<file path="src/common/dl_event_pkg.sv">
// constants for the data link event status and enable block
package dl_event_pkg;

	// ------------------------------------------------------------
	// register offsets
	// ------------------------------------------------------------
	localparam logic [7:0] STATUS_OFFSET = 8'h06;
	localparam logic [7:0] ENABLE_OFFSET = 8'h07;

	// ------------------------------------------------------------
	// status and enable bit positions
	// ------------------------------------------------------------
	localparam int KIND_POS       = 7;
	localparam int TX_BEGUN_POS   = 6;
	localparam int RX_BEGUN_POS   = 5;
	localparam int TX_DONE_POS    = 4;
	localparam int RX_DONE_POS    = 3;
	localparam int CHECKSUM_POS   = 2;
	localparam int ABORT_POS      = 1;
	localparam int IDLE_POS       = 0;
	localparam int EVENT_COUNT    = 7;

	// ------------------------------------------------------------
	// values after reset
	// ------------------------------------------------------------
	localparam logic [6:0] EVENT_RESET  = 7'h00;
	localparam logic [6:0] ENABLE_RESET = 7'h00;
	localparam logic [7:0] RDATA_RESET  = 8'h00;

	// message kind encodings
	localparam logic BIT_ORIENTED_KIND     = 1'b0;
	localparam logic MESSAGE_ORIENTED_KIND = 1'b1;

	// bus answer phase
	typedef enum logic [1:0] {
		PHASE_IDLE = 2'b01,
		PHASE_READ = 2'b10
	} phase_type;

endpackage : dl_event_pkg

</file>
<file path="src/hdl/event_latch.sv">
// one sticky event bit that clears on a status read
`timescale 1ns/1ps

module event_latch (
	input  wire logic clk,
	input  wire logic rstn,
	input  wire logic event_pulse,
	input  wire logic clear,
	output logic      flag
);
	import dl_event_pkg::*;

	typedef struct packed {
		logic flag_r;
	} latch_state_type;

	latch_state_type st_r;
	latch_state_type st_nxt;

	// set wins over clear so an event in the read cycle is kept
	always_comb begin
		st_nxt = st_r;
		if (event_pulse) begin
			st_nxt.flag_r = 1'b1;
		end else if (clear) begin
			st_nxt.flag_r = 1'b0;
		end
	end

	always_ff @(posedge clk or negedge rstn) begin
		if (!rstn) begin
			st_r <= '0;
		end else begin
			st_r <= st_nxt;
		end
	end

	assign flag = st_r.flag_r;

endmodule : event_latch

</file>
<file path="src/hdl/data_link_event_status.sv">
// data link event status, enables and interrupt request
//
// Decided for this implementation: the address map and strobed register access.
`timescale 1ns/1ps

// Operation
// - Bit 7 of status shows the last received message kind, read only.
// - Event bits 6..0 latch on their event and clear after a status read.
// - Bit 6 sets when the transmitter begins sending a message.
// - Bit 5 sets when the receiver begins receiving a message.
// - Bit 4 sets when the transmitter finishes sending a message.
// - Bit 3 sets on a complete received message or a full buffer.
// - Bit 2 sets when the received checksum is found in error.
// - Bit 1 sets when an abort of seven ones is seen on receive.
// - Bit 0 sets when the flag octet 0x7e is seen on receive.
// - Enable bits 6..3 gate the begin and done event interrupts.
// - All enables and status bits are zero after reset.
// - Enable bits 2..0 gate the checksum, abort and idle interrupts.
module data_link_event_status (
	input  wire logic       clk,
	input  wire logic       rstn,
	input  wire logic [7:0] addr,
	input  wire logic [7:0] wdata,
	input  wire logic       wr_strobe,
	input  wire logic       rd_strobe,
	output logic      [7:0] rdata,
	input  wire logic       tx_message_begun,
	input  wire logic       rx_message_begun,
	input  wire logic       tx_message_done,
	input  wire logic       rx_message_done,
	input  wire logic       rx_buffer_full,
	input  wire logic       checksum_fault_event,
	input  wire logic       abort_seen_event,
	input  wire logic       idle_flag_event,
	input  wire logic       rx_kind_valid,
	input  wire logic       rx_kind_message,
	output logic            irq_request
);
	import dl_event_pkg::*;

	// ------------------------------------------------------------
	// state
	// ------------------------------------------------------------
	typedef struct packed {
		logic [6:0] enable_r;
		logic       kind_r;
		logic [7:0] rdata_r;
		logic       irq_r;
		phase_type  phase_r;
	} top_state_type;

	top_state_type st_r;
	top_state_type st_nxt;

	logic [6:0] event_set;
	logic [6:0] event_flags;
	logic       status_read;
	logic [7:0] status_view;

	// ------------------------------------------------------------
	// event mapping
	// ------------------------------------------------------------
	// transmit begin event
	assign event_set[TX_BEGUN_POS] = tx_message_begun;
	assign event_set[RX_BEGUN_POS] = rx_message_begun;
	assign event_set[TX_DONE_POS]  = tx_message_done;
	assign event_set[RX_DONE_POS]  = rx_message_done | rx_buffer_full;
	assign event_set[CHECKSUM_POS] = checksum_fault_event;
	assign event_set[ABORT_POS]    = abort_seen_event;
	assign event_set[IDLE_POS]     = idle_flag_event;

	// a read of the status register clears every event bit that has no new event in the same cycle
	assign status_read = rd_strobe && (addr == STATUS_OFFSET);

	genvar gi;
	generate
		for (gi = 0; gi < EVENT_COUNT; gi++) begin : g_latch
			event_latch u_latch (
				.clk         (clk),
				.rstn        (rstn),
				.event_pulse (event_set[gi]),
				.clear       (status_read),
				.flag        (event_flags[gi])
			);
		end
	endgenerate

	assign status_view = {st_r.kind_r, event_flags};

	// ------------------------------------------------------------
	// next state
	// ------------------------------------------------------------
	always_comb begin
		st_nxt = st_r;
		if (rx_kind_valid) begin
			st_nxt.kind_r = rx_kind_message ? MESSAGE_ORIENTED_KIND
			                                : BIT_ORIENTED_KIND;
		end
		// enable register; bit 7 reserved and ignored
		if (wr_strobe && (addr == ENABLE_OFFSET)) begin
			st_nxt.enable_r = wdata[6:0];
		end
		// read data valid one cycle after the strobe only
		st_nxt.rdata_r = RDATA_RESET;
		st_nxt.phase_r = PHASE_IDLE;
		if (rd_strobe) begin
			st_nxt.phase_r = PHASE_READ;
			unique case (addr)
				STATUS_OFFSET: st_nxt.rdata_r = status_view;
				ENABLE_OFFSET: st_nxt.rdata_r = {1'b0, st_r.enable_r};
				default:       st_nxt.rdata_r = RDATA_RESET;
			endcase
		end
		// request level; uses next flags so it drops with the clear
		st_nxt.irq_r = |((event_set | (event_flags & {7{~status_read}}))
		                 & st_nxt.enable_r);
	end

	always_ff @(posedge clk or negedge rstn) begin
		if (!rstn) begin
			st_r.enable_r <= ENABLE_RESET;
			st_r.kind_r   <= BIT_ORIENTED_KIND;
			st_r.rdata_r  <= RDATA_RESET;
			st_r.irq_r    <= 1'b0;
			st_r.phase_r  <= PHASE_IDLE;
		end else begin
			st_r <= st_nxt;
		end
	end

	assign rdata       = st_r.rdata_r;
	assign irq_request = st_r.irq_r;
endmodule : data_link_event_status

</file>
<file path="config.mk">
export PLATFORM = sky130hd
export DESIGN_NAME = data_link_event_status
export DESIGN_NICKNAME = d
export VERILOG_FILES = /design/src/common/dl_event_pkg.sv /design/src/hdl/event_latch.sv /design/src/hdl/data_link_event_status.sv
export SDC_FILE = /design/constraint.sdc
export NUM_CORES = 1
export LEC_CHECK = 0
export BUFFER_PORTS_ARGS = -buffer_cell sky130_fd_sc_hd__buf_4
export CORE_MARGIN = 5
export CORE_UTILIZATION = 49
export CTS_BUF_LIST = sky130_fd_sc_hd__clkbuf_8
export DETAILED_ROUTE_END_ITERATION = 8
export PLACE_DENSITY = 0.81
export SLEW_MARGIN = 0
export SYNTH_ARGS = -nofsm -noshare
export SYNTH_HDL_FRONTEND = slang
export SYNTH_SLANG_ARGS = --single-unit
</file>
<file path="constraint.sdc">
create_clock -name clk -period 1.8 [get_ports clk]
set_input_delay 0.18 -clock clk [delete_from_list [all_inputs] [get_ports clk]]
set_output_delay 0.18 -clock clk [all_outputs]
set_load 0.02 [all_outputs]
</file>
======== Word-level counts from Yosys, hierarchy flattened ========
Index checks and enable logic that the tools add are counted.
cells by class
  $add $sub $neg .......................... 0
  multiply operators ...................... 0
  divide/modulo/power cells ............... 0
  magnitude comparators ................... 0
  equal/unequal tests ..................... 2
  shift-type cells ........................ 0
  multiplexer cells ....................... 12
  bitwise logic cells ..................... 5
  reduce and logical (&&, ||, !) cells .... 10
operator list
  kind                                                  number
  equality test 8 x 3 -> 1 bit (second input constant)  2
  case mux 8 bit (2 select lines)                       1
  bitwise AND 7 bit                                     2
  nonzero test 2 bit                                    7
  2-to-1 mux 1 bit                                      9
  2-to-1 mux 8 bit                                      1
  2-to-1 mux 7 bit                                      1
  OR 7 bit                                              1
  OR reduction 7 bit                                    1
  logical AND 1 bit                                     2
  inverter 1 bit                                        1
  OR 1 bit                                              1
word-level totals
  flip-flop bits (word level) ............. 24
  latch bits .............................. 0
  RAM bits ................................ 0
  ROM bits ................................ 0
  input bits .............................. 30
  output and inout port bits .............. 9
  logic and storage cells ................. 40
  memories ................................ 0

======== Longest topological paths before layout ========
  word-level depth ........................ 7
  gate-level depth with buffers ........... 5
  depth with buffers taken out ............ 5

======== Modules after synthesis ========
Synthesis repeated with hierarchy kept, for this count alone.
unflattened totals
  cells, all modules ...................... 91
  area, all modules ....................... 1087.3 sq um
by module, submodules not included
  module                  times used  cells an instance  area each (sq um)  sequential area each (sq um)
  data_link_event_status  1           70                 833.3              425.4
  event_latch             7           3                  36.3               25.0

======== Least setup slack after synthesis ========
Ideal clock, no wire load.
  path kind ............................... input to register
  start ................................... input port addr[5]
  end ..................................... register st_r, in the netlist irq_request
  library setup time ...................... 139 ps
  arrival ................................. 1712 ps
  required time ........................... 1661 ps
  slack ................................... -50 ps
  stages .................................. 5
  path buffers ............................ 0
  path through ............................ nor4_4 > nand3b_1 > a211o_1 > a22o_1 > or4b_1
RTL lines
  element               line                           text
  from (decl)           data_link_event_status.sv:22   input wire logic [7:0] addr,
  to (signal assigned)  data_link_event_status.sv:127  st_r <= st_nxt;
  to (decl)             data_link_event_status.sv:52   top_state_type st_r;

==> impl_metrics.csv <==
group,metric,value,unit
critical_path,worstSetupPathType,"in2reg",
power_and_ir_drop,swShare,0.2065,
synth,yosysWarnings,0,
global_route,grt_max_degree,25,
floorplanning,initial_utilization,0.5097,
global_route,grt_overflow,0,
global_route,antenna_found_initial,0,
synth,yosysSeqAreaShare,0.6068,
critical_path,cp.buffers_inverters,2,
power_and_ir_drop,ir_drop,620.5,uV
min_path,min-delay-start,"tx_message_done",
critical_path,rr_worst_depth,3,
sta,timing.final.ws_setup,-0.006153,ns
critical_path,r2r-end,"irq_request",
clock_tree,clk_path_buf_depth,2,
floorplanning,io_pins,39,
floorplanning,dieArea,0.003018,mm^2
detailed_routing,ant_nets,0,
synth,synth_area_per_cell,14.34,um^2
sta,tightest_slew,0.3376,ns
clock_tree,clkTransAtPathRegs,0.08,ns
sta,skew,0.0009855,ns
power_and_ir_drop,power.internal,816.7,uW
critical_path,r2r_setup_slack,0.25,ns
clock_tree,cts_tree,"done",
final_layout,nets,137,
clock_tree,htree_levels,1,
sta,tns,-0.006153,ns
sta,finalCriticalPeriod,1.806,ns
synth,syn_inst,69,
critical_path,path_common_cell,"buf_6",
place,portBuffers,37,
critical_path,cp_slowest_cell,"or4b_1",
status,violations,"negative setup slack",
critical_path,worst_setup_path_end_kind,"flop",
global_route,grt_usage,0.1649,
clock_tree,cts_buffers,3,
global_route,grt_pass1_wl,3353,um
detailed_routing,wire_per_inst,15.59,um
critical_path,timing.rr.start,"g_latch[3].u_latch.flag",
min_path,min_path_type,"in2reg",
detailed_routing,vias,681,
sta,setup_viol,1,
clock_tree,clock_sinks,24,
detailed_routing,viasPerCell,5.120,
min_path,min_path_cells,2,
critical_path,crit_family,"simple AND/OR/NAND/NOR gates",
synth,ys_ff_latch,24,
final_layout,final_util,0.6959,
synth,yosysUniqueCellTypes,16,
final_layout,layout-drive-gt1-share,0.5283,
power_and_ir_drop,power_switching,212.6,uW
critical_path,arrival,1.94,ns
power_and_ir_drop,powerDensity,761.7,mW/mm^2
final_layout,final_cell_mix,"38 x buf_4, 24 x dfrtp_1, 10 x a22o_1",
final_layout,instances_no_fill,133,
synth,syn_area,989.7,um^2
sta,max_freq,553.7,MHz
critical_path,cp-start-kind,"input pin",
clock_tree,root_buffer,"clkbuf_8",
critical_path,cp_data_required_time,1.93,ns
place,placed_cells,127,
sta,holdWs,0.1119,ns
critical_path,slowest_delay,0.53,ns
flow_run,max_cap_viol_count,0,
final_layout,n_antenna_cell,0,
clock_tree,clk_latency,0.26,ns
power_and_ir_drop,leakage,0.6585,nW
floorplanning,die_x,54.94,um
floorplanning,rows,16,
critical_path,cp_cell_sequence,"buf_6 -> nor4_4 -> nand3b_1 -> buf_6 -> a211o_1 -> a22o_1 -> or4b_1",
power_and_ir_drop,pwr-share-clk,0.345,
sta,relSlewSlack,0.7733,
sta,drv_slew,0,
power_and_ir_drop,power_frac_seq,0.546,
floorplanning,core_area,0.001942,mm^2
place,gp_congestion,0.7623,
synth,syn-num-nets,99,
global_route,grt_pass1_vias,723,
min_path,min_to,"g_latch[4].u_latch.flag",
status,status,"finished with violations",
power_and_ir_drop,combPwrFrac,0.109,
detailed_routing,drc,0,
sta,hold_viol,0,
floorplanning,dieHeight,54.94,um
sta,grt_setup_unrepaired,"yes",
sta,fin_crit_sh,1.003,
final_layout,layout_commonest_cell,"buf_4",
place,place_ws,-0.3683,ns
final_layout,area_growth,36.54,%
detailed_routing,wl,2073,um
detailed_routing,drt_iter0_drc,4,
detailed_routing,firstDrtPassIters,3,
critical_path,worstPathMaxFanout,7,
## layout make-up
class                      instances  area (um^2)
timing repair buffer              42        329.1
clock buffer                       4        55.05
tap                               27        33.78
fill                             147        590.6
multi-input combinational         36        332.8
sequential                        24        600.6
## power by group through the flow
stage          Clock (mW)  Sequential (mW)  Combinational [mW]
2_1_floorplan           0            0.578              0.0257
3_3_place_gp            0            0.572               0.105
3_5_place_dp            0            0.573               0.109
4_1_cts             0.362            0.562               0.112
5_1_grt             0.400            0.564               0.121
6_report            0.355            0.562               0.112
## state kept, by name, indices dropped and copies added, names as in the netlist
register / count
g_latch.u_latch.flag: 7
irq_request: 1
rdata: 8
st_r: 8
## kinds of logic (layout without fill, tap and decap cells)
family | after synthesis | after routing | share of synthesized area
mux | 8 | 8 | 0.09103
buf+inv | 9 | 46 | 0.06447
flops | 24 | 24 | 0.6068
compound gates | 17 | 17 | 0.1429
simple gates | 11 | 11 | 0.09483
## routing by layer
layer  part of all wire  up-vias  global-route usage
li1                   -      321                   -
met1               0.40      342              0.1993
met2               0.55       14              0.2756
met3              0.041        4             0.03217
met4              0.013        0             0.08907
met5                  0        -                   0
## cell usage after synthesis
master	count	share of area
dfrtp_1	24	0.61
a22o_1	10	0.088
buf_4	8	0.061
mux2_2	8	0.091
a21o_1	6	0.046
and4b_1	2	0.020
nand2_1	2	0.0076
a211o_1	1	0.0089
and2_1	1	0.0063
and3_2	1	0.0076
clkbuf_1	1	0.0038
nand3_2	1	0.010
nand3b_1	1	0.0076
nor2_1	1	0.0038
nor4_4	1	0.021
or4b_1	1	0.010
## through the flow
step | instance area [um^2] | power [mW]
2_1_floorplan | 989.7 | 0.6034
3_3_place_gp | 1260 | 0.6767
3_5_place_dp | 1260 | 0.6818
4_1_cts | 1348 | 1.036
5_1_grt | 1351 | 1.084
6_report | 1351 | 1.029
## worst max path at each step
stage / to / from / slack (ns) / depth (start not counted)
after detailed placement: irq_request / addr[5] / -0.37 / 6
after global routing: irq_request / addr[5] / -0.03 / 7
after CTS: irq_request / addr[4] / 0.01 / 7
after global placement: irq_request / addr[5] / -0.29 / 6
after floorplan: irq_request / addr[5] / -0.02 / 5
final: irq_request / addr[5] / -0.006 / 7
## timing repair
action,in CTS,in global routing
setup buffers,1,0
resized for setup,3,1
endpoints found under the setup margin,1,1
hold buffers,1,0
endpoints found under the hold margin,24,0
pin swaps,1,2
(Power assumes the default switching activity.)
